--- config.mk ---
export PLATFORM = sky130hd
export DESIGN_NAME = serial_link_fault_supervisor
export DESIGN_NICKNAME = d
export VERILOG_FILES = /design/src/verilog/link_sup_pkg.sv /design/src/verilog/tick_divider.sv /design/src/verilog/serial_link_fault_supervisor.sv
export SDC_FILE = /design/constraint.sdc
export NUM_CORES = 1
export LEC_CHECK = 0
export ABC_CLOCK_PERIOD_IN_PS = 6600
export CAP_MARGIN = 20
export CORE_AREA = 2 2 162 164
export CTS_CLUSTER_SIZE = 10
export DETAILED_ROUTE_END_ITERATION = 10
export DIE_AREA = 0 0 164 166
export DONT_BUFFER_PORTS = 1
export SETUP_SLACK_MARGIN = 0.2
export SLEW_MARGIN = 20
export SYNTH_ARGS = -nofsm -noshare
export SYNTH_HDL_FRONTEND = slang
export SYNTH_HIERARCHICAL = 1
export SYNTH_SLANG_ARGS = --single-unit
--- constraint.sdc ---
create_clock -name i_sys_clk -period 6.6 [get_ports i_sys_clk]
set_input_delay 0 -clock i_sys_clk [delete_from_list [all_inputs] [get_ports i_sys_clk]]
set_output_delay 0 -clock i_sys_clk [all_outputs]
set_load 0.02 [all_outputs]
--- src/verilog/link_sup_pkg.sv ---
// Constants, register map and carrier types of the link fault supervisor.
// Assumes a 20 MHz system clock and a frame parser in front of the block.
package link_sup_pkg;

    // Clock and timing
    localparam int unsigned CLK_HZ          = 20_000_000;
    localparam int unsigned TICK_MS         = 100;
    localparam int unsigned TICK_CYCLES     = (CLK_HZ / 1000) * TICK_MS;
    localparam int unsigned TICKS_PER_SEC   = 1000 / TICK_MS;

    // Fault reaction codes
    localparam logic [1:0] REACT_STOP       = 2'h0;
    localparam logic [1:0] REACT_TIMED_STOP = 2'h1;
    localparam logic [1:0] REACT_WAIT       = 2'h2;
    localparam logic [1:0] REACT_CONTINUE   = 2'h3;

    // Limits
    localparam logic [9:0]  GRACE_MAX       = 10'h258;   // 60.0 s in 0.1 s
    localparam logic [5:0]  SILENCE_MAX     = 6'h3c;     // 60 s
    localparam logic [3:0]  ERR_LIMIT       = 4'h8;
    localparam logic [3:0]  RX_ERR_CAP      = 4'hf;
    localparam logic [15:0] PU_LIMIT        = 16'h4e20;  // 20000
    localparam logic [15:0] HZ_LIMIT        = 16'h9c40;  // 400.00 Hz
    localparam logic [7:0]  CODE_CHECKSUM   = 8'h47;     // 71
    localparam logic [7:0]  CODE_PARITY     = 8'h48;     // 72
    localparam logic [7:0]  CODE_OTHER      = 8'h49;     // 73
    localparam int unsigned RUN_ALARM_RESET_BIT = 15;

    // Link command items
    localparam logic [2:0] ITEM_PER_UNIT    = 3'h0;
    localparam logic [2:0] ITEM_HERTZ       = 3'h1;
    localparam logic [2:0] ITEM_RUN         = 3'h2;
    localparam logic [2:0] ITEM_DOUT        = 3'h3;
    localparam logic [2:0] ITEM_AOUT        = 3'h4;

    // Avalon byte addresses
    localparam logic [5:0] ADDR_REACT       = 6'h00;
    localparam logic [5:0] ADDR_GRACE       = 6'h04;
    localparam logic [5:0] ADDR_SILENCE     = 6'h08;
    localparam logic [5:0] ADDR_STATUS      = 6'h0c;
    localparam logic [5:0] ADDR_PU          = 6'h10;
    localparam logic [5:0] ADDR_HZ          = 6'h14;
    localparam logic [5:0] ADDR_RUN         = 6'h18;
    localparam logic [5:0] ADDR_DOUT        = 6'h1c;
    localparam logic [5:0] ADDR_AOUT        = 6'h20;
    localparam logic [5:0] ADDR_APPLIED     = 6'h24;

    // Reset values
    localparam logic [1:0] REACT_RESET      = 2'h0;
    localparam logic [9:0] GRACE_RESET      = 10'h000;
    localparam logic [5:0] SILENCE_RESET    = 6'h00;

    typedef enum logic [1:0] {
        ST_NORMAL   = 2'b00,
        ST_GRACE    = 2'b01,
        ST_CONTINUE = 2'b10,
        ST_TRIPPED  = 2'b11
    } sup_state_t;

    // Frame events from the parser, one-cycle pulses
    typedef struct packed {
        logic soh;          // Start-of-header seen
        logic sum_ok;       // Any station, checksum good
        logic sum_bad_own;  // Own station, checksum bad
        logic rx_parity;    // Character parity error
        logic rx_other;     // Framing, overrun, other
    } link_evt_t;

    // Command write decoded by the parser
    typedef struct packed {
        logic        valid;
        logic [2:0]  item;
        logic [15:0] data;
    } link_wr_t;

    // Commands actually applied to the drive
    typedef struct packed {
        logic        use_per_unit;
        logic [15:0] freq;
        logic [15:0] run;
        logic [15:0] dout;
        logic [15:0] aout;
    } applied_t;

endpackage

--- src/verilog/tick_divider.sv ---
// Divider that issues a one-cycle enable every PERIOD clocks.
// Assumes one system clock and an asynchronous active-low reset.
`timescale 1ns/10ps
module tick_divider #(
    parameter int unsigned PERIOD = 2_000_000
) (
    input  wire logic i_sys_clk,
    input  wire logic i_rstn,
    output logic      o_tick
);
    logic [31:0] count;
    wire         wrap = (count == 32'(PERIOD - 1));

    always_ff @(posedge i_sys_clk or negedge i_rstn) begin
        if (!i_rstn) begin
            count  <= 32'h0;
            o_tick <= 1'b0;
        end else begin
            count  <= wrap ? 32'h0 : count + 32'h1;
            o_tick <= wrap;
        end
    end
endmodule // tick_divider

--- src/verilog/serial_link_fault_supervisor.sv ---
// Fault supervisor for the multidrop serial command link of a drive.
// Assumes a frame parser supplies event pulses and decoded command writes,
// and software reaches the settings over Avalon-MM with waitrequest.
//
// Decided for this implementation: the placing of the registers and register access over Avalon-MM.
`timescale 1ns/10ps

// How it works
// - Reaction 0: stop at once and raise the link fault trip.
// - Reaction 1: keep running for the grace time, then stop and trip; a good frame before then resumes.
// - Reaction 2: run until recovery; trip if grace time expires first.
// - Reaction 3: keep running without trip, resume on recovery.
// - Grace time programmable 0.0 to 60.0 seconds.
// - Hold the commands in effect before the error while waiting.
// - Eight consecutive transmission errors make a communication error.
// - Own-station checksum failure counts an error, code 71.
// - Receive errors count: parity code 72, others code 73.
// - One receive error per frame; none past 15 until next header.
// - Any good-checksum frame clears the transmission error count.
// - Silence for the set time is an error; zero disables it.
// - Any good-checksum frame restarts the silence timer.
// - Nonzero per-unit setpoint wins over a nonzero hertz setpoint.
// - Per-unit setpoint spans -20000 to +20000 for maximum frequency.
// - Hertz setpoint in 0.01 Hz steps, 0.00 to 400.00 Hz.
// - Out-of-range command writes are kept but the applied value is clamped.
// - Reading a command item returns the last written value.
// - Alarm reset on falling alarm-reset bit, alarm or not.
// - Analogue output word spans -20000 to +20000 for full scale.
// - No reaction before first header or while not link-operated.
module serial_link_fault_supervisor #(
    parameter int unsigned TICK_CYCLES = link_sup_pkg::TICK_CYCLES
) (
    input  wire logic                    i_sys_clk,
    input  wire logic                    i_rstn,
    // Link side
    input  wire link_sup_pkg::link_evt_t i_evt,
    input  wire link_sup_pkg::link_wr_t  i_wr,
    input  wire logic                    i_link_operating,
    // Avalon-MM slave
    input  wire logic [5:0]              i_avs_address,
    input  wire logic                    i_avs_read,
    input  wire logic                    i_avs_write,
    input  wire logic [31:0]             i_avs_writedata,
    output logic [31:0]                  o_avs_readdata,
    output logic                         o_avs_waitrequest,
    // Drive side
    output link_sup_pkg::applied_t       o_applied,
    output logic                         o_link_fault_trip,
    output logic                         o_force_stop,
    output logic                         o_alarm_reset,
    output logic [7:0]                   o_last_err_code
);

    // Clamp a signed word to +/- limit
    function automatic logic [15:0] clamp_signed(input logic [15:0] v,
                                                 input logic [15:0] lim);
        logic signed [15:0] s;
        s = signed'(v);
        if (s > signed'(lim))
            clamp_signed = lim;
        else if (s < -signed'(lim))
            clamp_signed = 16'(-signed'(lim));
        else
            clamp_signed = v;
    endfunction

    // Settings
    logic [1:0] fault_reaction_select;
    logic [9:0] fault_grace_time;
    logic [5:0] silence_detect_time;

    // Last written link commands
    logic [15:0] per_unit_setpoint;
    logic [15:0] hertz_setpoint;
    logic [15:0] run_command_word;
    logic [15:0] general_digital_out_word;
    logic [15:0] general_analog_out_word;

    // Supervision state
    link_sup_pkg::sup_state_t state;
    link_sup_pkg::sup_state_t next_state;
    logic        armed;
    logic [3:0]  err_cnt;
    logic [3:0]  rx_err_total;
    logic        rx_err_seen;
    logic [9:0]  grace_cnt;
    logic [9:0]  silence_cnt;
    logic        tick;

    tick_divider #(
        .PERIOD (TICK_CYCLES)
    ) u_tick (
        .i_sys_clk (i_sys_clk),
        .i_rstn    (i_rstn),
        .o_tick    (tick)
    );

    // Error counting
    wire rx_err_any   = i_evt.rx_parity | i_evt.rx_other;
    wire rx_err_count = rx_err_any & ~rx_err_seen
                        & (rx_err_total < link_sup_pkg::RX_ERR_CAP);
    wire err_inc      = i_evt.sum_bad_own | rx_err_count;
    wire [3:0] next_err_cnt = i_evt.sum_ok ? 4'h0 :
                              (err_inc && err_cnt != link_sup_pkg::ERR_LIMIT)
                              ? err_cnt + 4'h1 : err_cnt;
    wire burst_err    = (next_err_cnt == link_sup_pkg::ERR_LIMIT)
                        && (err_cnt != link_sup_pkg::ERR_LIMIT);

    // Silence detection in 0.1 s ticks
    wire [9:0] silence_limit = 10'(silence_detect_time)
                               * 10'(link_sup_pkg::TICKS_PER_SEC);
    wire silence_on  = (silence_detect_time != 6'h0);
    wire silence_err = silence_on && tick && (silence_cnt != silence_limit)
                       && (silence_cnt + 10'h1 == silence_limit);

    wire comm_err   = burst_err | silence_err;
    wire supervised = armed & i_link_operating;
    wire grace_done = (grace_cnt >= fault_grace_time);

    // Alarm reset edge of the link command bit
    wire alarm_bit  = run_command_word[link_sup_pkg::RUN_ALARM_RESET_BIT];
    wire run_wr     = i_wr.valid && i_wr.item == link_sup_pkg::ITEM_RUN;
    wire alarm_fall = run_wr && alarm_bit
                      && !i_wr.data[link_sup_pkg::RUN_ALARM_RESET_BIT];

    // Reaction state machine
    always_comb begin
        next_state = state;
        unique case (state)
            link_sup_pkg::ST_NORMAL: begin
                if (comm_err && supervised) begin
                    unique case (fault_reaction_select)
                        link_sup_pkg::REACT_STOP:
                            next_state = link_sup_pkg::ST_TRIPPED;
                        link_sup_pkg::REACT_TIMED_STOP:
                            next_state = link_sup_pkg::ST_GRACE;
                        link_sup_pkg::REACT_WAIT:
                            next_state = link_sup_pkg::ST_GRACE;
                        link_sup_pkg::REACT_CONTINUE:
                            next_state = link_sup_pkg::ST_CONTINUE;
                    endcase
                end
            end
            link_sup_pkg::ST_GRACE: begin
                if (i_evt.sum_ok)
                    next_state = link_sup_pkg::ST_NORMAL;
                else if (grace_done)
                    next_state = link_sup_pkg::ST_TRIPPED;
            end
            link_sup_pkg::ST_CONTINUE: begin
                if (i_evt.sum_ok)
                    next_state = link_sup_pkg::ST_NORMAL;
            end
            link_sup_pkg::ST_TRIPPED: begin
                if (alarm_fall)
                    next_state = link_sup_pkg::ST_NORMAL;
            end
        endcase
    end

    always_ff @(posedge i_sys_clk or negedge i_rstn) begin
        if (!i_rstn)
            state <= link_sup_pkg::ST_NORMAL;
        else
            state <= next_state;
    end

    // First header arms the supervisor
    always_ff @(posedge i_sys_clk or negedge i_rstn) begin
        if (!i_rstn)
            armed <= 1'b0;
        else if (i_evt.soh)
            armed <= 1'b1;
    end

    // Transmission error bookkeeping
    always_ff @(posedge i_sys_clk or negedge i_rstn) begin
        if (!i_rstn) begin
            err_cnt      <= 4'h0;
            rx_err_total <= 4'h0;
            rx_err_seen  <= 1'b0;
        end else begin
            err_cnt <= next_err_cnt;
            if (i_evt.soh) begin
                rx_err_total <= 4'h0;
                rx_err_seen  <= 1'b0;
            end else if (rx_err_count) begin
                rx_err_total <= rx_err_total + 4'h1;
                rx_err_seen  <= 1'b1;
            end
        end
    end

    // Last error code, newest wins
    always_ff @(posedge i_sys_clk or negedge i_rstn) begin
        if (!i_rstn)
            o_last_err_code <= 8'h00;
        else if (i_evt.sum_bad_own)
            o_last_err_code <= link_sup_pkg::CODE_CHECKSUM;
        else if (rx_err_count && i_evt.rx_parity)
            o_last_err_code <= link_sup_pkg::CODE_PARITY;
        else if (rx_err_count)
            o_last_err_code <= link_sup_pkg::CODE_OTHER;
    end

    // Silence timer; saturates so one silent spell gives one error
    always_ff @(posedge i_sys_clk or negedge i_rstn) begin
        if (!i_rstn)
            silence_cnt <= 10'h0;
        else if (i_evt.sum_ok || !silence_on)
            silence_cnt <= 10'h0;
        else if (tick && silence_cnt != silence_limit)
            silence_cnt <= silence_cnt + 10'h1;
    end

    // Grace timer, 0.1 s resolution
    always_ff @(posedge i_sys_clk or negedge i_rstn) begin
        if (!i_rstn)
            grace_cnt <= 10'h0;
        else if (state != link_sup_pkg::ST_GRACE)
            grace_cnt <= 10'h0;
        else if (tick && !grace_done)
            grace_cnt <= grace_cnt + 10'h1;
    end

    // Last written link commands, stored unclamped
    always_ff @(posedge i_sys_clk or negedge i_rstn) begin
        if (!i_rstn) begin
            per_unit_setpoint        <= 16'h0;
            hertz_setpoint           <= 16'h0;
            run_command_word         <= 16'h0;
            general_digital_out_word <= 16'h0;
            general_analog_out_word  <= 16'h0;
        end else if (i_wr.valid) begin
            unique case (i_wr.item)
                link_sup_pkg::ITEM_PER_UNIT:
                    per_unit_setpoint <= i_wr.data;
                link_sup_pkg::ITEM_HERTZ:
                    hertz_setpoint <= i_wr.data;
                link_sup_pkg::ITEM_RUN:
                    run_command_word <= i_wr.data;
                link_sup_pkg::ITEM_DOUT:
                    general_digital_out_word <= i_wr.data;
                link_sup_pkg::ITEM_AOUT:
                    general_analog_out_word <= i_wr.data;
                default: ;
            endcase
        end
    end

    // Applied command, derived from the written words
    wire use_pu = (per_unit_setpoint != 16'h0);
    wire [15:0] hz_clamped = (hertz_setpoint > link_sup_pkg::HZ_LIMIT)
                             ? link_sup_pkg::HZ_LIMIT
                             : hertz_setpoint;
    wire [15:0] pu_clamped = clamp_signed(per_unit_setpoint,
                                          link_sup_pkg::PU_LIMIT);
    wire [15:0] ao_clamped = clamp_signed(general_analog_out_word,
                                          link_sup_pkg::PU_LIMIT);
    wire hold = (state != link_sup_pkg::ST_NORMAL);

    // Frozen outside ST_NORMAL so a stale parser cannot steer the drive; run zeroed once tripped
    always_ff @(posedge i_sys_clk or negedge i_rstn) begin
        if (!i_rstn) begin
            o_applied <= '0;
        end else if (!hold) begin
            o_applied.use_per_unit <= use_pu;
            o_applied.freq <= use_pu ? pu_clamped : hz_clamped;
            o_applied.run  <= run_command_word;
            o_applied.dout <= general_digital_out_word;
            o_applied.aout <= ao_clamped;
        end else if (state == link_sup_pkg::ST_TRIPPED) begin
            o_applied.run <= 16'h0;
        end
    end

    always_ff @(posedge i_sys_clk or negedge i_rstn) begin
        if (!i_rstn) begin
            o_link_fault_trip <= 1'b0;
            o_force_stop      <= 1'b0;
            o_alarm_reset     <= 1'b0;
        end else begin
            o_link_fault_trip <= (next_state == link_sup_pkg::ST_TRIPPED);
            o_force_stop      <= (next_state == link_sup_pkg::ST_TRIPPED);
            o_alarm_reset     <= alarm_fall;
        end
    end

    // Avalon-MM slave: one wait cycle, then the access completes
    wire req      = i_avs_read | i_avs_write;
    wire complete = req & ~o_avs_waitrequest;
    wire wr_en    = i_avs_write & complete;
    wire [15:0] status_word = {6'h0, armed, i_link_operating,
                               rx_err_total, err_cnt};
    wire [31:0] status_full = {14'h0, state, status_word};
    logic [31:0] rd_mux;

    always_comb begin
        unique case (i_avs_address)
            link_sup_pkg::ADDR_REACT:   rd_mux = {30'h0,
                                                  fault_reaction_select};
            link_sup_pkg::ADDR_GRACE:   rd_mux = {22'h0, fault_grace_time};
            link_sup_pkg::ADDR_SILENCE: rd_mux = {26'h0, silence_detect_time};
            link_sup_pkg::ADDR_STATUS:  rd_mux = status_full;
            link_sup_pkg::ADDR_PU:      rd_mux = {16'h0,
                                                  per_unit_setpoint};
            link_sup_pkg::ADDR_HZ:      rd_mux = {16'h0, hertz_setpoint};
            link_sup_pkg::ADDR_RUN:     rd_mux = {16'h0, run_command_word};
            link_sup_pkg::ADDR_DOUT:    rd_mux = {16'h0,
                                                  general_digital_out_word};
            link_sup_pkg::ADDR_AOUT:    rd_mux = {16'h0,
                                                  general_analog_out_word};
            link_sup_pkg::ADDR_APPLIED: rd_mux = {o_applied.use_per_unit,
                                                  15'h0, o_applied.freq};
            default:                    rd_mux = 32'h0;
        endcase
    end

    always_ff @(posedge i_sys_clk or negedge i_rstn) begin
        if (!i_rstn) begin
            o_avs_waitrequest <= 1'b1;
            o_avs_readdata    <= 32'h0;
        end else begin
            o_avs_waitrequest <= ~(req & o_avs_waitrequest);
            if (i_avs_read && o_avs_waitrequest)
                o_avs_readdata <= rd_mux;
        end
    end

    // Settings writes; out-of-range values are clamped on entry
    always_ff @(posedge i_sys_clk or negedge i_rstn) begin
        if (!i_rstn) begin
            fault_reaction_select <= link_sup_pkg::REACT_RESET;
            fault_grace_time      <= link_sup_pkg::GRACE_RESET;
            silence_detect_time   <= link_sup_pkg::SILENCE_RESET;
        end else if (wr_en) begin
            unique case (i_avs_address)
                link_sup_pkg::ADDR_REACT:
                    fault_reaction_select <= i_avs_writedata[1:0];
                link_sup_pkg::ADDR_GRACE:
                    fault_grace_time <=
                        (i_avs_writedata[9:0] > link_sup_pkg::GRACE_MAX)
                        ? link_sup_pkg::GRACE_MAX
                        : i_avs_writedata[9:0];
                link_sup_pkg::ADDR_SILENCE:
                    silence_detect_time <=
                        (i_avs_writedata[5:0] > link_sup_pkg::SILENCE_MAX)
                        ? link_sup_pkg::SILENCE_MAX
                        : i_avs_writedata[5:0];
                default: ;
            endcase
        end
    end

endmodule // serial_link_fault_supervisor

==> run_results.csv <==
group,metric,value,unit
status,status,"complete, no violations",
worst_hold_path,min_path_type,"input pin to asynchronous set/reset pin",
pwr,cellPowerDensity,344,nW/µm²
logic_synthesis,ys_seq_area_share,50.5,%
timing,fmax,317,MHz
clocking,cts_tree,"yes",
worst_setup_path,cp-end-kind,"flip-flop",
clocking,cts.root.buffer_cell,"clkbuf_16",
worst_setup_path,reg2reg_to,"o_force_stop",
placed_design,dp_hpwl,23100,µm
final_layout,area_growth,14.7,%
logic_synthesis,syn_inst,1144,
floorplanning,floorplan.initialDensity,49.2,%
global_routing,grt_pass1_vias,8884,
logic_synthesis,yosysWarnings,6,
worst_setup_path,cp.buffers_inverters,0,
clocking,cts_setup_buffers,0,
floorplanning,io-pin-count,177,
worst_setup_path,rrSetupSlack,3450,ps
timing,setup_viol,0,
global_routing,grt_pass1_wl,53000,µm
logic_synthesis,synth_seq_cells,254,
routing,drc,0,
timing,grt_setup_unrepaired,"no",
floorplanning,fp-row-count,59,
global_routing,grt_antenna_before_repair,4,
pwr,ir_drop,0.000219,V
logic_synthesis,synthFlopType,"dfrtp_1",
logic_synthesis,synth.distinct_cells,80,
worst_setup_path,worst_path_dominant_cell_family,"compound AO/OA/AOI/OAI gates",
placed_design,dp_slack,3460,ps
clocking,cts_buffer_depth,3,
timing,worst_slew_pin_slew,1140,ps
routing,vias,9060,
clocking,numCtsBuffers,30,
timing,fin_skew,14.7,ps
timing,finalHoldViolCount,0,
global_routing,grt_use_total,25.1,%
routing,viasPerCell,5.84,
worst_setup_path,crit_arrival,3610,ps
floorplanning,core,25600,µm²
final_layout,fill_cells,2211,
timing,finalCriticalPeriod,3150,ps
timing,timing.final.crit_share,47.7,%
pwr,p_leak,6.25,nW
worst_setup_path,worst-r2r-cell-count,8,
global_routing,grt_max_degree,255,
logic_synthesis,netlist_area,12600,µm²
routing,dr.pass1.iters,5,
placed_design,placed_cell_area,12900,µm²
worst_setup_path,criticalPathCategory,"flip-flop to flip-flop",
worst_setup_path,path_cells,"ha_1 > ha_1 > xnor2_1 > or4b_1 > a2111oi_2 > a41oi_1 > mux2_4 > a32oi_1",
routing,drtIter0Drc,642,
final_layout,final_common_cell,"dfrtp_1",
logic_synthesis,avgSynthCellArea,11.0,µm²
placed_design,place.gp.congestion,0.894,
worst_setup_path,r2r-start,"silence_detect_time[1]",
worst_setup_path,cp-start-kind,"flip-flop",
final_layout,num-nets-final,1300,
final_layout,stdcell_area,14400,µm²
routing,routed_wirelength,33900,µm
worst_setup_path,critPathLaunch,"silence_detect_time[1]",
routing,drtAntennaViolNets,0,
timing,slew_viol_final,0,
timing,setup_tns,0,ps
floorplanning,die_h,166,µm
logic_synthesis,synth-edff-count,0,
timing,max-slew-margin-rel,24.0,%
worst_setup_path,cp_slowest_stage_delay,530,ps
clocking,path_clk_slew,60,ps
floorplanning,die_w,164,µm
timing,fin_ws,3450,ps
run,maxCapViolCount,0,
clocking,clkSinkCount,254,
logic_synthesis,synthArstFlopShare,100,%
worst_setup_path,crit_fanout,8,
clocking,h-tree-depth,1,
routing,wl_per_cell,21.8,µm
floorplanning,die-area,27200,µm²
worst_setup_path,critical-path-slowest-cell,"or4b_1",
final_layout,drive_above_1_share,14.8,%
global_routing,globalRoute.totalOverflow,0,
clocking,clk_latency,560,ps
worst_setup_path,crit_required,7060,ps
worst_setup_path,critPathMostFrequentCell,"ha_1",
placed_design,io_buffers,0,
final_layout,layout_common_cells,"253 x dfrtp_1, 102 x mux2_2, 96 x nand2_1, 82 x nor2_1, 62 x dlygate4sd3_1",
-- how the worst max path moves through the flow --
stage	depth (start not counted)	to	slack, ps
3_5_place_dp	8	o_force_stop	3460
2_1_floorplan	12	silence_cnt[4]	3780
4_1_cts	8	o_force_stop	3430
6_report	8	o_force_stop	3450
3_3_place_gp	8	o_force_stop	3470
5_1_grt	11	o_force_stop	3230
-- power by group --
| part | leakage, nW | internal [mW] | switching, mW |
|---|---|---|---|
| clock | 0.419 | 0.859 | 0.633 |
| combinational | 2.65 | 0.443 | 0.532 |
| sequential | 3.18 | 1.89 | 0.610 |
-- cell type report --
class | count | area, µm² | share of cell area [%]
repair buffers | 73 | 769 | 5.33
diodes | 3 | 7.51 | 0.0520
clock buffers | 44 | 833 | 5.77
flip-flops and latches | 254 | 6360 | 44.0
clock inverters | 3 | 26.3 | 0.182
multi-input cells | 802 | 5890 | 40.8
inverters | 38 | 143 | 0.987
well taps | 335 | 419 | 2.90
-- cell usage after synthesis, types with 12 or more instances --
| master | instances | area (µm²) |
|---|---|---|
| mux2_2 | 102 | 1150 |
| inv_1 | 38 | 143 |
| clkbuf_1 | 39 | 146 |
| nand3_1 | 35 | 175 |
| nand4_1 | 24 | 150 |
| nand2b_1 | 12 | 75.1 |
| nand2_1 | 96 | 360 |
| nor2_1 | 82 | 308 |
| dfrtp_1 | 253 | 6330 |
| a221oi_1 | 15 | 131 |
| ha_1 | 32 | 400 |
| and2_1 | 14 | 87.6 |
| nor3_1 | 14 | 70.1 |
| xor2_1 | 23 | 201 |
| buf_4 | 18 | 135 |
| and3_1 | 18 | 113 |
| nor2b_1 | 14 | 87.6 |
| mux2i_1 | 23 | 230 |
| o21ai_0 | 56 | 280 |
| xnor2_1 | 42 | 368 |
| a21oi_1 | 22 | 110 |
-- sequential cells by signal, indices dropped and copies added, names as in the netlist, 16 cells and up --
register                  cells
general_analog_out_word      16
general_digital_out_word     16
hertz_setpoint               16
o_applied                    65
o_avs_readdata               19
per_unit_setpoint            16
run_command_word             16
u_tick/count                 32
-- timing repair --
action,4_1_cts,5_1_grt
endpoints found under the hold margin,398,0
hold buffers,63,0
gates resized for setup,0,0
-- routing by layer --
layer	vias to the layer above	routed length (µm)	GRT usage, %	share of wire [%]
met1	4511	15700	38.0	46
met5	-	0	0	0
met4	0	631	5.64	1.9
li1	4218	-	-	-
met2	289	14500	35.9	43
met3	42	3000	7.17	8.8
-- stage by stage --
stage                     util, %  instances  total power [mW]  hold slack (ps)
final                        56.4       1552              4.97             9.78
after global routing         56.4       1551              5.24             28.2
after CTS                    56.1       1546              5.00            0.772
after detailed placement     50.2       1436              3.41             -281
after global placement       50.2       1436              3.40             -281
after floorplan                 -       1159              3.11             -296
-- cell families after synthesis --
logic type | after synthesis | synth area share (%)
AO/OA/AOI/OAI | 204 | 11.6
XOR/XNOR | 65 | 4.52
adder cells (fa/ha/maj) | 33 | 3.34
buffers and inverters | 103 | 3.63
flip-flops | 254 | 50.5
multiplexers | 130 | 11.8
other | 1 | 0.0298
AND/OR/NAND/NOR | 354 | 14.6
No activity file was read; power rests on OpenSTA's default activity.
